===== src/dpc_pkg.sv =====
// package: register layout, threshold codes and delay times for discharge protection config
package dpc_pkg;
  localparam logic [7:0] SETUP_ADDR = 8'h05;
  localparam logic [7:0] TSCALE_ADDR = 8'h06;
  localparam logic [7:0] SWITCH_ADDR = 8'h04;
  localparam logic [7:0] STATUS_ADDR = 8'h08;
  localparam logic [7:0] SETUP_RESET = 8'h00;
  localparam logic [7:0] TSCALE_RESET = 8'h00;
  localparam int OC_AUTO_DIS_BIT = 7;
  localparam int OC_THR_HI_BIT = 6;
  localparam int OC_THR_LO_BIT = 5;
  localparam int SC_AUTO_DIS_BIT = 4;
  localparam int SC_THR_HI_BIT = 3;
  localparam int SC_THR_LO_BIT = 2;
  localparam int OC_TMO_HI_BIT = 1;
  localparam int OC_TMO_LO_BIT = 0;
  localparam int TIME_DIVIDE_BIT = 2;
  localparam int SWITCH_BIT = 0;
  localparam int OC_FLAG_BIT = 0;
  localparam int SC_FLAG_BIT = 1;
  localparam int CLK_HZ = 20000000;
  // delays in microseconds, as printed
  localparam int DLY_US_0 = 160000;
  localparam int DLY_US_1 = 320000;
  localparam int DLY_US_2 = 640000;
  localparam int DLY_US_3 = 1280000;
  localparam int DLYDIV_US_0 = 2500;
  localparam int DLYDIV_US_1 = 5000;
  localparam int DLYDIV_US_2 = 8000;
  localparam int DLYDIV_US_3 = 16000;
  localparam int CNT_W = 25;
  // threshold values in millivolts for the analog comparators
  localparam logic [10:0] OC_MV_0 = 11'h064;
  localparam logic [10:0] OC_MV_1 = 11'h078;
  localparam logic [10:0] OC_MV_2 = 11'h08c;
  localparam logic [10:0] OC_MV_3 = 11'h0a0;
  localparam logic [10:0] SC_MV_0 = 11'h0c8;
  localparam logic [10:0] SC_MV_1 = 11'h15e;
  localparam logic [10:0] SC_MV_2 = 11'h28a;
  localparam logic [10:0] SC_MV_3 = 11'h4b0;
endpackage


===== src/dpc_cfg_if.sv =====
// interface: time-out code and divide bit passed from register file to the fault timer, and the delay limit the timer returns
`timescale 1ns/1ns
interface dpc_cfg_if;
  logic [1:0] timeout_code;
  logic time_divide;
  logic [dpc_pkg::CNT_W-1:0] limit;
  modport regs (output timeout_code, output time_divide, input limit);
  modport timer (input timeout_code, input time_divide, output limit);
endinterface


===== src/dpc_persist_timer.sv =====
// module: qualifying timer that a condition must hold through before it counts as a fault
`timescale 1ns/1ns
module dpc_persist_timer #(
  parameter int SCALE = 1
) (
  input wire logic clk,
  input wire logic rst_n,
  input wire logic cond,
  dpc_cfg_if.timer cfg,
  output logic fault
);
  // ****************************************
  // delay selection
  // ****************************************
  localparam int CYC_PER_US = dpc_pkg::CLK_HZ / 1000000;
  logic [dpc_pkg::CNT_W-1:0] lim_full;
  logic [dpc_pkg::CNT_W-1:0] lim_div;
  logic [dpc_pkg::CNT_W-1:0] cnt_q;
  logic [dpc_pkg::CNT_W-1:0] cnt_d;
  logic reached;

  assign lim_full = (cfg.timeout_code == 2'h0) ? dpc_pkg::CNT_W'(dpc_pkg::DLY_US_0 * CYC_PER_US / SCALE) :
                    (cfg.timeout_code == 2'h1) ? dpc_pkg::CNT_W'(dpc_pkg::DLY_US_1 * CYC_PER_US / SCALE) :
                    (cfg.timeout_code == 2'h2) ? dpc_pkg::CNT_W'(dpc_pkg::DLY_US_2 * CYC_PER_US / SCALE) :
                    dpc_pkg::CNT_W'(dpc_pkg::DLY_US_3 * CYC_PER_US / SCALE);
  assign lim_div = (cfg.timeout_code == 2'h0) ? dpc_pkg::CNT_W'(dpc_pkg::DLYDIV_US_0 * CYC_PER_US / SCALE) :
                   (cfg.timeout_code == 2'h1) ? dpc_pkg::CNT_W'(dpc_pkg::DLYDIV_US_1 * CYC_PER_US / SCALE) :
                   (cfg.timeout_code == 2'h2) ? dpc_pkg::CNT_W'(dpc_pkg::DLYDIV_US_2 * CYC_PER_US / SCALE) :
                   dpc_pkg::CNT_W'(dpc_pkg::DLYDIV_US_3 * CYC_PER_US / SCALE);
  assign cfg.limit = cfg.time_divide ? lim_div : lim_full;

  // ****************************************
  // persistence counter
  // ****************************************
  // a drop of the condition restarts the count, so glitches never accumulate
  assign reached = (cnt_q >= cfg.limit - dpc_pkg::CNT_W'(1));
  assign cnt_d = !cond ? '0 : (reached ? cnt_q : cnt_q + dpc_pkg::CNT_W'(1));
  assign fault = cond && reached;

  always_ff @(posedge clk or negedge rst_n)
  begin
    if (!rst_n)
      cnt_q <= '0;
    else
      cnt_q <= cnt_d;
  end
endmodule


===== src/dpc_discharge_protection_config.sv =====
// module: discharge protection setup register, fault flags and switch auto-off
`timescale 1ns/1ns
// ****************************************
// Functional notes
// - overcurrent auto-disable bit 7 low: overcurrent fault turns off the switch
// - overcurrent auto-disable bit high: switch left alone on overcurrent
// - overcurrent always sets its flag; flag enables temp-sense supply
// - bits 6:5 pick overcurrent threshold 0.10/0.12/0.14/0.16 V
// - short auto-disable bit 4 low: short fault turns off the switch
// - short auto-disable bit high: switch left alone on short
// - short always sets its flag; flag enables temp-sense supply
// - bits 3:2 pick short threshold 0.20/0.35/0.65/1.20 V
// - bits 1:0 pick delay 160/320/640/1280 ms, divide off
// - divide on: delays become 2.5/5/8/16 ms
// - switch control bit clears on enabled overcurrent or short fault
// - time-scale register bit 2 selects the divided delay
// ****************************************
module dpc_discharge_protection_config #(
  parameter int TIME_SCALE = 1
) (
  input wire logic clk,
  input wire logic rst_n,
  input wire logic wr_en,
  input wire logic [7:0] wr_addr,
  input wire logic [7:0] wr_data,
  input wire logic [7:0] rd_addr,
  output logic [7:0] rd_data,
  input wire logic overcurrent_pin,
  input wire logic short_pin,
  output logic [10:0] overcurrent_sense_threshold,
  output logic [10:0] short_sense_threshold,
  output logic discharge_switch_on,
  output logic discharge_overcurrent_flag,
  output logic short_circuit_flag,
  output logic temp_sense_supply_out
);
  // ****************************************
  // input synchronisers
  // ****************************************
  logic oc_s1_q;
  logic oc_s2_q;
  logic sc_s1_q;
  logic sc_s2_q;

  always_ff @(posedge clk or negedge rst_n)
  begin
    if (!rst_n)
    begin
      oc_s1_q <= 1'b0;
      oc_s2_q <= 1'b0;
      sc_s1_q <= 1'b0;
      sc_s2_q <= 1'b0;
    end
    else
    begin
      oc_s1_q <= overcurrent_pin;
      oc_s2_q <= oc_s1_q;
      sc_s1_q <= short_pin;
      sc_s2_q <= sc_s1_q;
    end
  end

  // ****************************************
  // register file
  // ****************************************
  logic [7:0] setup_q;
  logic [7:0] tscale_q;
  logic sw_q;
  logic sw_d;
  logic ocf_q;
  logic ocf_d;
  logic scf_q;
  logic scf_d;
  logic wr_setup;
  logic wr_tscale;
  logic wr_switch;
  logic wr_status;
  logic oc_fault;
  logic sc_fault;
  logic oc_auto_dis;
  logic sc_auto_dis;
  logic kill_switch;
  logic [1:0] oc_code;
  logic [1:0] sc_code;
  logic [7:0] rd_d;

  assign wr_setup = wr_en && (wr_addr == dpc_pkg::SETUP_ADDR);
  assign wr_tscale = wr_en && (wr_addr == dpc_pkg::TSCALE_ADDR);
  assign wr_switch = wr_en && (wr_addr == dpc_pkg::SWITCH_ADDR);
  assign wr_status = wr_en && (wr_addr == dpc_pkg::STATUS_ADDR);

  always_ff @(posedge clk or negedge rst_n)
  begin
    if (!rst_n)
    begin
      setup_q <= dpc_pkg::SETUP_RESET;
      tscale_q <= dpc_pkg::TSCALE_RESET;
    end
    else
    begin
      if (wr_setup)
        setup_q <= wr_data;
      if (wr_tscale)
        tscale_q <= wr_data;
    end
  end

  // ****************************************
  // field decode
  // ****************************************
  dpc_cfg_if cfg ();
  assign oc_auto_dis = setup_q[dpc_pkg::OC_AUTO_DIS_BIT];
  assign sc_auto_dis = setup_q[dpc_pkg::SC_AUTO_DIS_BIT];
  assign oc_code = {setup_q[dpc_pkg::OC_THR_HI_BIT], setup_q[dpc_pkg::OC_THR_LO_BIT]};
  assign sc_code = {setup_q[dpc_pkg::SC_THR_HI_BIT], setup_q[dpc_pkg::SC_THR_LO_BIT]};
  assign cfg.timeout_code = {setup_q[dpc_pkg::OC_TMO_HI_BIT], setup_q[dpc_pkg::OC_TMO_LO_BIT]};
  assign cfg.time_divide = tscale_q[dpc_pkg::TIME_DIVIDE_BIT];

  logic [10:0] oc_thr_d;
  logic [10:0] sc_thr_d;
  assign oc_thr_d = (oc_code == 2'h0) ? dpc_pkg::OC_MV_0 :
                    (oc_code == 2'h1) ? dpc_pkg::OC_MV_1 :
                    (oc_code == 2'h2) ? dpc_pkg::OC_MV_2 : dpc_pkg::OC_MV_3;
  assign sc_thr_d = (sc_code == 2'h0) ? dpc_pkg::SC_MV_0 :
                    (sc_code == 2'h1) ? dpc_pkg::SC_MV_1 :
                    (sc_code == 2'h2) ? dpc_pkg::SC_MV_2 : dpc_pkg::SC_MV_3;

  // ****************************************
  // fault qualification
  // ****************************************
  dpc_persist_timer #(
    .SCALE(TIME_SCALE)
  ) u_oc_timer (
    .clk(clk),
    .rst_n(rst_n),
    .cond(oc_s2_q),
    .cfg(cfg.timer),
    .fault(oc_fault)
  );
  // short delay is handled by the analog side; a synchronised level counts at once
  assign sc_fault = sc_s2_q;

  // ****************************************
  // flags and switch control
  // ****************************************
  // a fault in the cycle of a software clear wins, so no event is lost
  assign ocf_d = oc_fault ? 1'b1 : ((wr_status && wr_data[dpc_pkg::OC_FLAG_BIT]) ? 1'b0 : ocf_q);
  assign scf_d = sc_fault ? 1'b1 : ((wr_status && wr_data[dpc_pkg::SC_FLAG_BIT]) ? 1'b0 : scf_q);
  assign kill_switch = (oc_fault && !oc_auto_dis) || (sc_fault && !sc_auto_dis);
  // an enabled fault overrides a simultaneous software turn-on
  assign sw_d = kill_switch ? 1'b0 : (wr_switch ? wr_data[dpc_pkg::SWITCH_BIT] : sw_q);

  always_ff @(posedge clk or negedge rst_n)
  begin
    if (!rst_n)
    begin
      sw_q <= 1'b0;
      ocf_q <= 1'b0;
      scf_q <= 1'b0;
      overcurrent_sense_threshold <= dpc_pkg::OC_MV_0;
      short_sense_threshold <= dpc_pkg::SC_MV_0;
      rd_data <= 8'h00;
    end
    else
    begin
      sw_q <= sw_d;
      ocf_q <= ocf_d;
      scf_q <= scf_d;
      overcurrent_sense_threshold <= oc_thr_d;
      short_sense_threshold <= sc_thr_d;
      rd_data <= rd_d;
    end
  end

  assign discharge_switch_on = sw_q;
  assign discharge_overcurrent_flag = ocf_q;
  assign short_circuit_flag = scf_q;
  assign temp_sense_supply_out = ocf_q || scf_q;

  // ****************************************
  // read mux
  // ****************************************
  assign rd_d = (rd_addr == dpc_pkg::SETUP_ADDR) ? setup_q :
                (rd_addr == dpc_pkg::TSCALE_ADDR) ? tscale_q :
                (rd_addr == dpc_pkg::SWITCH_ADDR) ? {7'h00, sw_q} :
                (rd_addr == dpc_pkg::STATUS_ADDR) ? {6'h00, scf_q, ocf_q} : 8'h00;
endmodule


===== config.mk =====
export PLATFORM = sky130hd
export DESIGN_NAME = dpc_discharge_protection_config
export DESIGN_NICKNAME = d
export VERILOG_FILES = /design/src/dpc_pkg.sv /design/src/dpc_cfg_if.sv /design/src/dpc_persist_timer.sv /design/src/dpc_discharge_protection_config.sv
export SDC_FILE = /design/constraint.sdc
export NUM_CORES = 1
export LEC_CHECK = 0
export ABC_AREA = 1
export BUFFER_PORTS_ARGS = -buffer_cell sky130_fd_sc_hd__clkbuf_2
export CELL_PAD_IN_SITES_DETAIL_PLACEMENT = 1
export CELL_PAD_IN_SITES_GLOBAL_PLACEMENT = 1
export CORE_UTILIZATION = 46
export CTS_CLUSTER_SIZE = 10
export DETAILED_ROUTE_END_ITERATION = 10
export PLACE_DENSITY = 0.87
export SLEW_MARGIN = 15
export SYNTH_ARGS = -nofsm -noshare
export SYNTH_HDL_FRONTEND = slang
export SYNTH_SLANG_ARGS = --single-unit

===== constraint.sdc =====
create_clock -name clk -period 9.35 [get_ports clk]
set_clock_uncertainty 0.2 [all_clocks]
set_input_delay 0.935 -clock clk [delete_from_list [all_inputs] [get_ports clk]]
set_output_delay 0.935 -clock clk [all_outputs]
set_load 0.005 [all_outputs]

; Word-level counts from Yosys, hierarchy flattened
; Index checks and enable logic that the tools add are counted.
[word_totals]
ff_bits = 75
out_inout_bits = 34
wordCells = 75
[op_classes]
add_sub_neg = 2
order_cmp = 1
n_eq_ne = 15
muxes = 25
n_reduce_logical = 19
[ops]
columns = cell, count
row1 = 25-bit two-way mux, 8
row2 = 8-bit by 3-bit == test with 1-bit output (second input constant), 6
row3 = 11-bit two-way mux, 3
row4 = 8-bit two-way mux, 4
row5 = 25-bit by 1-bit adder with 25-bit output (second input constant), 1
row6 = 25-bit greater-or-equal comparator, 1
row7 = 25-bit by 1-bit subtractor with 25-bit output (second input constant), 1
row8 = 19-bit two-way mux, 1
row9 = 8-bit by 4-bit == test with 1-bit output (second input constant), 2
row10 = 1-bit logical AND, 9
row11 = 2-bit by 1-bit == test with 1-bit output (second input constant), 3
row12 = 2-bit == test (second input constant), 3
row13 = 2-bit zero test, 3
row14 = 1-bit two-way mux, 6
row15 = 6-bit two-way mux, 1
row16 = 2-bit nonzero test, 3
row17 = 2-bit two-way mux, 2
row18 = 1-bit zero test, 2
row19 = 1-bit logical OR, 2
row20 = 2-bit inequality test (second input constant), 1

; Logic depth before layout (Yosys ltp)
; Gate-level depths: netlist of run 1.
[logic_depth]
word_depth = 11
depth_mapped = 21
depth_no_buf = 20

; Modules after synthesis
; From an unflattened synthesis of run 1, not the netlist that was laid out.
[unflattened]
hier_cells = 645
area_unflattened_um2 = 4782.1
[modules_own_cells]
columns = module, instances, cells_each, area_each_um2, seq_area_each_um2
row1 = dpc_persist_timer, 1, 448, 2770.2, 625.6
row2 = dpc_discharge_protection_config, 1, 197, 2011.9, 1133.6

; Worst setup path before layout of run 1
; No wires, ideal clock.
[synth_timing]
path_kind = register -> register
from = register setup_q[0]
to = register u_oc_timer.cnt_q[4] (netlist bit)
setup_ns = 0.117
t_arrival_ns = 2.673
required_time_ns = 9.033
setup_slack_ns = 6.359
stages_incl_launch_ff = 21
path_buffers = 1
path_cell_list = dfrtp_1 -> inv_1 -> ha_1 -> nor2_1 -> nor2_1 -> nor2_1 -> nand2_1 -> a211oi_1 -> xor2_1 -> ha_1 -> nand2_1 -> inv_1 -> nand2_1 -> nand2_1 -> nand2_1 -> nand2_1 -> nand2_1 -> nand3_2 -> buf_4 -> nand3_1 -> nand2_1
[synth_between]
elab_chain_len = 8
word_cells_on_any_way = 13
classes_between = add/sub: 1 / order compare: 1 / eq/ne: 3 / mux: 7 / reduce/logical: 1
[synth_rtl]
columns = element, line_no
row1 = "start, declared", dpc_discharge_protection_config.sv:66  ; logic [7:0] setup_q;
row2 = "start signal, assigned", dpc_discharge_protection_config.sv:96  ; setup_q <= dpc_pkg::SETUP_RESET;
row3 = "start signal, assigned", dpc_discharge_protection_config.sv:102  ; setup_q <= wr_data;
row4 = 2-bit == test, "dpc_persist_timer.sv:24, dpc_persist_timer.sv:28"
row5 = 19-bit two-way mux or 25-bit two-way mux (tied branches), "dpc_persist_timer.sv:28, dpc_persist_timer.sv:24"
row6 = "25-bit two-way mux, on equally long branches", "dpc_persist_timer.sv:27, dpc_persist_timer.sv:23"
row7 = "25-bit two-way mux, on equally long branches", "dpc_persist_timer.sv:26, dpc_persist_timer.sv:22"
row8 = 25-bit two-way mux *, dpc_persist_timer.sv:30  ; assign cfg.limit = cfg.time_divide ? lim_div : lim_full;
row9 = 25-bit by 1-bit subtractor with 25-bit output *, dpc_persist_timer.sv:36  ; assign reached = (cnt_q >= cfg.limit - dpc_pkg::CNT_W'(1));
row10 = 25-bit greater-or-equal comparator *, dpc_persist_timer.sv:36
row11 = 2-bit inequality test (no source line) *, --
row12 = "end signal, assigned", dpc_persist_timer.sv:45  ; cnt_q <= cnt_d;
row13 = "end, declared", dpc_persist_timer.sv:18  ; logic [dpc_pkg::CNT_W-1:0] cnt_q;
; Mark *: on every way between the ends. The rest lies on a longest branch, timed or not.
; A chain may end at the register's enable or synchronous reset.

; Worst setup path in the final report of run 1
[layout_timing]
from = register setup_q[0]
to = register u_oc_timer.cnt_q[13] (netlist bit)
; Same word-level chain as after synthesis.

==> out/qor.json, run 1 <==
{
  "placement": {
    "placement.setup.worst_slack_ns": 5.31,
    "weighted_congestion_reported_at_the_end_of_routability_driven_placement": 0.897,
    "place.port_buffers": 56,
    "detailed_place_hpwl_mm": 9.34
  },
  "clock_tree": {
    "cts_inserted_buffers": 9,
    "cts_resized": 0,
    "cts_post_setup_buffers_inserted": 0,
    "maximum_buffer_depth_of_the_clock_tree": 2,
    "worst_setup_hold_path_clk_slew_ns": 0.09,
    "worstSkewPairLatency_ns": 0.36,
    "post_cts_hold_buffer_count": 0,
    "tritoncts_num_sinks": 70,
    "cts_root_buf": "sky130_fd_sc_hd__clkbuf_8",
    "cts-htree-levels": 3,
    "tritoncts": "built"
  },
  "yosys": {
    "synthesis.area_per_instance_um2": 7.48,
    "yosys_most_used_dff": "sky130_fd_sc_hd__dfrtp_1",
    "synth_top_area_share_pct": 35.7,
    "postSynthCellCount": 600,
    "yosysWarnings": 0,
    "post-synth-top-count-cell": "sky130_fd_sc_hd__nand2_1",
    "post_synth_most_frequent_cells": "sky130_fd_sc_hd__nand2_1, sky130_fd_sc_hd__nor2_1, sky130_fd_sc_hd__dfrtp_1",
    "synth-async-reset-ratio_pct": 100,
    "synth_cell_type_count": 33,
    "synth_area_leader_cell": "sky130_fd_sc_hd__dfrtp_1",
    "ys_seq_elements": 70,
    "syn_area_mm2": 0.00449,
    "synth.yosys.seq_area_share_pct": 39.2,
    "post_synth_main_area_contributors": "sky130_fd_sc_hd__dfrtp_1, sky130_fd_sc_hd__nand2_1, sky130_fd_sc_hd__ha_1",
    "synth_edf_count": 0
  },
  "layout": {
    "n_antenna_cell": 0,
    "synthToLayoutAreaGrowth_pct": 12.2,
    "final_nets": 724,
    "drive_gt1_share_pct": 13.4,
    "fillers": 1234,
    "utilization_of_the_core_after_routing_pct": 54.0
  },
  "critical_path": {
    "cp_max_fo": 28,
    "cp-start-kind": "register",
    "worstSetupEndpointType": "register",
    "critPathKind": "reg -> reg",
    "critical_path_arrival_ns": 4.21,
    "worst_ep_required_time_ns": 9.44
  },
  "floorplan": {
    "io-pin-count": 63,
    "die_height_um": 101,
    "core-area_mm2": 0.00933,
    "placementRows": 35,
    "fp.dieArea_mm2": 0.0102,
    "die_width_um": 101,
    "floorplan.initialDensity_pct": 48.1
  },
  "pwr": {
    "power_per_cell_area_mw_per_mm2": 129,
    "p_leak_uw": 0.00260,
    "peakVddDrop_v": 0.0000866
  },
  "route": {
    "avgRoutedWirePerCell_um": 15.8,
    "viasPerCell": 5.19,
    "drtIter0Drc": 124,
    "wl_mm": 12.5,
    "route.detailed.drc": 0,
    "drt_first_pass_iters": 4,
    "antenna_left": 0,
    "route.vias.total": 4077
  },
  "global_route": {
    "grt_remaining_overflow": 0,
    "initial_antenna_violation_count": 0,
    "grt_first_pass_wirelength_mm": 21.0,
    "via_count_of_the_first_global_routing_pass": 4403,
    "largest_net_degree_at_the_start_of_global_routing": 71,
    "track_usage_pct": 26.9
  },
  "sta": {
    "rsz0062_at_grt": "no",
    "finalSetupViolations": 0,
    "fmaxAchievable_mhz": 243,
    "finalCritPeriodShare_pct": 44.0,
    "final-hold-violation-count": 0,
    "timing.hold.ws_ns": 0.154,
    "final.setup.worst_slack_ns": 5.23,
    "setup_tns_ns": 0,
    "final_max_slew_viol_count": 0,
    "period_minus_slack_ns": 4.12,
    "max_slew.worst_pin.slew_ns": 0.920,
    "timing.max_slew.rel_slack_pct": 38.7
  },
  "hold_path": {
    "min-delay-path-class": "reg -> reg"
  },
  "job": {
    "drv_cap": 0
  },
  "status": {
    "run_status": "completed"
  }
}
## where the power goes
part           internal, uW  switching, uW  total (uW)
Combinational          23.1           42.9        66.0
Sequential              313           6.96         320
Clock                   129            135         264
## flip-flops by register name, indices dropped and copies added (netlist names), 6 cells and up
signal,cells
u_oc_timer.cnt_q,25
rd_data,8
setup_q,8
short_sense_threshold,8
tscale_q,8
overcurrent_sense_threshold,6
## cell usage in the layout, fill, tap and decap left out, types with 2 or more instances in the layout
cell and instances:
sky130_fd_sc_hd__nand3_1 40, sky130_fd_sc_hd__nor2_1 91, sky130_fd_sc_hd__nand4_1 2, sky130_fd_sc_hd__nor3_1 8
sky130_fd_sc_hd__a21o_1 3, sky130_fd_sc_hd__nand3_2 3, sky130_fd_sc_hd__clkbuf_2 55, sky130_fd_sc_hd__o21ai_0 26
sky130_fd_sc_hd__xnor2_1 6, sky130_fd_sc_hd__dfrtp_1 64, sky130_fd_sc_hd__nor4_1 2, sky130_fd_sc_hd__conb_1 7
sky130_fd_sc_hd__inv_8 2, sky130_fd_sc_hd__dfstp_2 6, sky130_fd_sc_hd__inv_1 60, sky130_fd_sc_hd__a21oi_1 8
sky130_fd_sc_hd__xor2_1 15, sky130_fd_sc_hd__nand2_1 183, sky130_fd_sc_hd__or2_2 4, sky130_fd_sc_hd__ha_1 43
sky130_fd_sc_hd__clkbuf_8 9, sky130_fd_sc_hd__inv_6 2, sky130_fd_sc_hd__a31oi_1 2, sky130_fd_sc_hd__nand3b_1 2
sky130_fd_sc_hd__buf_4 2
## through the flow
stage / instances / power, uW / instance area [um^2]
final: 786 / 650 / 5040
after global routing: 786 / 677 / 5040
after CTS: 786 / 653 / 5040
after detailed placement: 770 / 392 / 4830
after global placement: 770 / 387 / 4830
after floorplan: 605 / 363 / 4510
## worst paths after layout
path                       startpoint                    to  slack (ns)  cells after the start
min in group asynchronous       rst_n               oc_s1_q        0.59                      2
hold / removal                oc_s1_q               oc_s2_q        0.15                      0
hold reg to reg               oc_s1_q               oc_s2_q        0.15                      0
setup / recovery           setup_q[0]  u_oc_timer.cnt_q[13]        5.23                     20
max in group asynchronous       rst_n  u_oc_timer.cnt_q[12]        7.76                      2
setup reg to reg           setup_q[0]  u_oc_timer.cnt_q[13]        5.23                     20
## final cells by class
cell class                      count  area [um^2]  share of cell area (%)
Multi-Input combinational cell    453         2380                    47.4
Timing Repair Buffer               58          295                    5.86
Sequential cell                    70         1760                    34.9
Clock buffer                        9          124                    2.46
Inverter                           60          225                    4.47
Tap cell                          129          161                    3.20
Clock inverter                      7         86.3                    1.71
## cells by family after synthesis
family                     share of synthesized area [%]
AOI/OAI and AO/OA                                   5.66
xor gates and xnor gates                            4.10
adders and majority gates                           12.0
buffers and inverters                               8.06
DFF                                                 39.2
other                                              0.167
and+or+nand+nor                                     30.8
## critical path, stage by stage (launching register included)
cell	delay (ns)
sky130_fd_sc_hd__dfrtp_1	0.52
sky130_fd_sc_hd__inv_1	0.15
sky130_fd_sc_hd__ha_1	0.27
sky130_fd_sc_hd__nor2_1	0.20
sky130_fd_sc_hd__nor2_1	0.09
sky130_fd_sc_hd__nor2_1	0.12
sky130_fd_sc_hd__nand2_1	0.11
sky130_fd_sc_hd__a211oi_1	0.23
sky130_fd_sc_hd__xor2_1	0.21
sky130_fd_sc_hd__ha_1	0.27
sky130_fd_sc_hd__nand2_1	0.10
sky130_fd_sc_hd__inv_1	0.05
sky130_fd_sc_hd__nand2_1	0.06
sky130_fd_sc_hd__nand2_1	0.05
sky130_fd_sc_hd__nand2_1	0.06
sky130_fd_sc_hd__nand2_1	0.04
sky130_fd_sc_hd__nand2_1	0.08
sky130_fd_sc_hd__nand3_2	0.52
sky130_fd_sc_hd__nand2_4	0.51
sky130_fd_sc_hd__nand2_1	0.12
sky130_fd_sc_hd__nand2_1	0.10
## layer usage
metal | share of wire [%] | global-route usage (%)
met1 | 43 | 30.3
met5 | 0 | 0
met2 | 51 | 49.5
met4 | 3.1 | 10.7
met3 | 3.2 | 5.41
Note: power is estimated with default switching activity, not from simulation.
==> run 2, diff against run 1 <==
Settings changed: CORE_UTILIZATION 46 to 42, PLACE_DENSITY 0.87 to 0.81.
Clock period 9.35 ns to 3.9 ns, I/O delays scaled along.
==> run 2 against run 1 <==
  * Clock power is 140% higher
  * Wire length fell by 0.49%
  * Highest routed layer unchanged
  * Combinational power increased by 140%
  * Global-route usage down 2.8 points
==> out/qor.json, run 2 (same netlist as run 1, synthesis figures left out) <==
{
  "status": {
    "run_status": "completed"
  },
  "route": {
    "drt_first_pass_iters": {"value": 4, "change": "unchanged"},
    "avgRoutedWirePerCell": {"value": 15.5, "unit": "um", "change": "-1.9%"},
    "drtIter0Drc": {"value": 154, "change": "+24%"},
    "route.detailed.drc": {"value": 0, "change": "unchanged"},
    "antenna_left": {"value": 0, "change": "unchanged"},
    "wl": {"value": 12.4, "unit": "mm", "change": "-0.49%"},
    "route.vias.total": {"value": 4003, "change": "-1.8%"},
    "viasPerCell": {"value": 5.02, "change": "-3.2%"}
  },
  "layout": {
    "flip_flop_count_of_the_largest_register_after_layout": {"value": 25, "change": "unchanged"},
    "drive_gt1_share": {"value": 13.9, "unit": "%", "change": "+0.52 points"},
    "fin_area": {"value": 0.00509, "unit": "mm^2", "change": "+1.2%"},
    "final_nets": {"value": 728, "change": "+0.55%"},
    "layoutNonFillerInstCount": {"value": 797, "change": "+1.4%"},
    "most-common-layout-cells": "sky130_fd_sc_hd__nand2_1, sky130_fd_sc_hd__nor2_1, sky130_fd_sc_hd__dfrtp_1",
    "n_antenna_cell": {"value": 0, "change": "unchanged"},
    "sequential_cell_area": {"value": 0.00176, "unit": "mm^2", "change": "+0.14%"},
    "synthToLayoutAreaGrowth_pct": 13.6,
    "largest-register": "u_oc_timer.cnt_q",
    "area_occupied_by_multi_input_gates": {"value": 0.00240, "unit": "mm^2", "change": "+0.68%"},
    "layout_commonest_cell": "sky130_fd_sc_hd__nand2_1",
    "fillers": {"value": 1345, "change": "+9.0%"}
  },
  "critical_path": {
    "worst_ep_required_time": {"value": 3.99, "unit": "ns", "change": "-5.45 ns"},
    "rr_endpoint": "u_oc_timer.cnt_q[1]",
    "cp_max_fo": {"value": 15, "change": "-46%"},
    "critical_path_arrival": {"value": 3.53, "unit": "ns", "change": "-0.68 ns"},
    "slowest_delay": {"value": 0.46, "unit": "ns", "change": "-0.06 ns"},
    "timing.reg2reg.worst_path_depth": {"value": 19, "change": "-5.0%"},
    "crit_path_frequent_cell": "sky130_fd_sc_hd__nor2_1",
    "r2r_setup_slack": {"value": 0.46, "unit": "ns", "change": "-4.77 ns"},
    "cell_with_the_largest_stage_delay_on_the_worst_path": "sky130_fd_sc_hd__dfrtp_2",
    "r2r-start": "setup_q[0]",
    "cp-start-kind": "register",
    "worstSetupEndpointType": "register",
    "critPathKind": "reg -> reg",
    "critical_path.startpoint": "setup_q[0]",
    "crit_path_cell_trace": "inv_1 -> ha_1 -> nor2_1 -> nor2_1 -> nor2_1 -> nand2_1 -> a211oi_1 -> xor2_1 -> ha_1 -> nand3_1 -> nor2_1 -> nand3_1 -> nor2_1 -> nor2_1 -> nand3_4 -> buf_4 -> nand2_1 -> nand2_1 -> nor2_1"
  },
  "global_route": {
    "largest_net_degree_at_the_start_of_global_routing": {"value": 71, "change": "unchanged"},
    "grt_first_pass_wirelength": {"value": 20.9, "unit": "mm", "change": "-0.86%"},
    "grt_use_met3": {"value": 4.45, "unit": "%", "change": "-0.96 points"},
    "initial_antenna_violation_count": {"value": 0, "change": "unchanged"},
    "via_count_of_the_first_global_routing_pass": {"value": 4243, "change": "-3.6%"},
    "grt_remaining_overflow": {"value": 0, "change": "unchanged"},
    "grt_use_met2": {"value": 43.0, "unit": "%", "change": "-6.6 points"},
    "gr-usage-met1": {"value": 29.6, "unit": "%", "change": "-0.71 points"},
    "track_usage": {"value": 24.1, "unit": "%", "change": "-2.8 points"},
    "gr-max-usage-layer": "met2"
  },
  "clock_tree": {
    "worst_setup_hold_path_clk_slew": {"value": 0.09, "unit": "ns", "change": "about the same"},
    "cts_root_buf": "sky130_fd_sc_hd__clkbuf_8",
    "cts_inserted_buffers": {"value": 9, "change": "unchanged"},
    "tritoncts": "built",
    "cts-htree-levels": {"value": 3, "change": "unchanged"},
    "maximum_buffer_depth_of_the_clock_tree": {"value": 2, "change": "unchanged"},
    "tritoncts_num_sinks": {"value": 70, "change": "unchanged"},
    "worstSkewPairLatency": {"value": 0.36, "unit": "ns", "change": "about the same"}
  },
  "placement": {
    "placed_cells_incl_taps": {"value": 779, "change": "+1.2%"},
    "placed_cell_area": {"value": 0.00485, "unit": "mm^2", "change": "+0.49%"},
    "detailed_place_hpwl": {"value": 9.41, "unit": "mm", "change": "+0.71%"},
    "weighted_congestion_reported_at_the_end_of_routability_driven_placement": {"value": 0.850, "change": "-5.2%"},
    "place.port_buffers": {"value": 56, "change": "unchanged"}
  },
  "sta": {
    "final_max_slew_viol_count": {"value": 0, "change": "unchanged"},
    "rsz0062_at_grt": "no",
    "max_slew.worst_pin.slew": {"value": 0.891, "unit": "ns", "change": "-0.0285 ns"},
    "period_minus_slack": {"value": 3.44, "unit": "ns", "change": "-0.679 ns"},
    "finalSetupViolations": {"value": 0, "change": "unchanged"},
    "final-hold-violation-count": {"value": 0, "change": "unchanged"},
    "timing.max_slew.rel_slack": {"value": 40.6, "unit": "%", "change": "+1.9 points"},
    "fmaxAchievable": {"value": 291, "unit": "MHz", "change": "+20%"},
    "finalCritPeriodShare": {"value": 88.2, "unit": "%", "change": "+44 points"},
    "setup_tns": {"value": 0, "unit": "ns", "change": "unchanged"}
  },
  "floorplan": {
    "fp.dieArea": {"value": 0.0111, "unit": "mm^2", "change": "+9.3%"},
    "floorplan.initialDensity": {"value": 43.5, "unit": "%", "change": "-4.6 points"},
    "io-pin-count": {"value": 63, "change": "unchanged"},
    "die_height": {"value": 105, "unit": "um", "change": "+4.6%"},
    "die_width": {"value": 105, "unit": "um", "change": "+4.6%"},
    "core-area": {"value": 0.0103, "unit": "mm^2", "change": "+11%"},
    "placementRows": {"value": 37, "change": "+5.7%"}
  },
  "hold_path": {
    "min-delay-path-class": "in -> async"
  },
  "job": {
    "drv_cap": {"value": 0, "change": "unchanged"}
  },
  "pwr": {
    "power_per_cell_area": {"value": 305, "unit": "mW/mm^2", "change": "+140%"},
    "total_power": {"value": 1560, "unit": "uW", "change": "+140%"},
    "p_leak": {"value": 0.00261, "unit": "uW", "change": "+0.30%"},
    "peakVddDrop": {"value": 0.000139, "unit": "V", "change": "+61%"}
  }
}
## run 2: power by group
group / switching (uW) / leakage (uW) / internal, uW / total [uW]
clock: 311 / 0.000103 / 316 / 628
sequential: 17.3 / 0.000932 / 750 / 767
combinational: 103 / 0.00157 / 57.8 / 161
total: 431 / 0.00261 / 1120 / 1560
## run 2: metrics by stage
stage          hold WS [ns]  setup slack (ns)  util (%)
6_report             0.0369             0.462      49.4
4_1_cts              0.0635             0.244      49.2
3_5_place_dp          0.138             0.289      47.0
2_1_floorplan        -0.106             0.909         -
3_3_place_gp          0.135             0.506      47.0
5_1_grt               0.106            0.0794      49.4
## run 2: worst max path at each step
stage	endpoint	slack, ns	cells past startpoint
after floorplan	u_oc_timer.cnt_q[4]	0.91	20
after global placement	u_oc_timer.cnt_q[1]	0.51	17
after detailed placement	u_oc_timer.cnt_q[14]	0.29	18
after CTS	u_oc_timer.cnt_q[14]	0.24	17
after global routing	u_oc_timer.cnt_q[1]	0.08	19
final	u_oc_timer.cnt_q[1]	0.46	19
## run 2: area by class of cell
cell class / instances / area share, %
inverter: 60 / 4.42
clock buffer: 10 / 2.70
timing repair buffer: 62 / 6.48
sequential: 70 / 34.6
clock inverter: 6 / 1.35
tap: 136 / 3.34
multi-input combinational: 453 / 47.1
## run 2: repair_timing
| item | in CTS | in global routing |
|---|---|---|
| buffers inserted | 0 | 0 |
| resized for setup | 0 | 4 |
| hold buffers | 2 | 0 |
| endpoints found under the hold margin | 2 | 0 |
| endpoints found under the setup margin | 0 | 26 |
## run 2: critical path: cells and delay by family, from the launching register on
| family | cells | cell delay [ns] |
|---|---|---|
| fa+ha+maj | 2 | 0.51 |
| buf+inv | 2 | 0.38 |
| flops | 1 | 0.46 |
| simple gates | 13 | 1.40 |
| xor+xnor | 1 | 0.18 |
| compound gates | 1 | 0.23 |
## run 2: routing by layer
layer	routed length (um)	up-vias	share of wire [%]
li1	-	1977	-
met1	5460	1942	44
met2	6370	72	51
met3	382	12	3.1
met4	183	0	1.5
met5	0	-	0
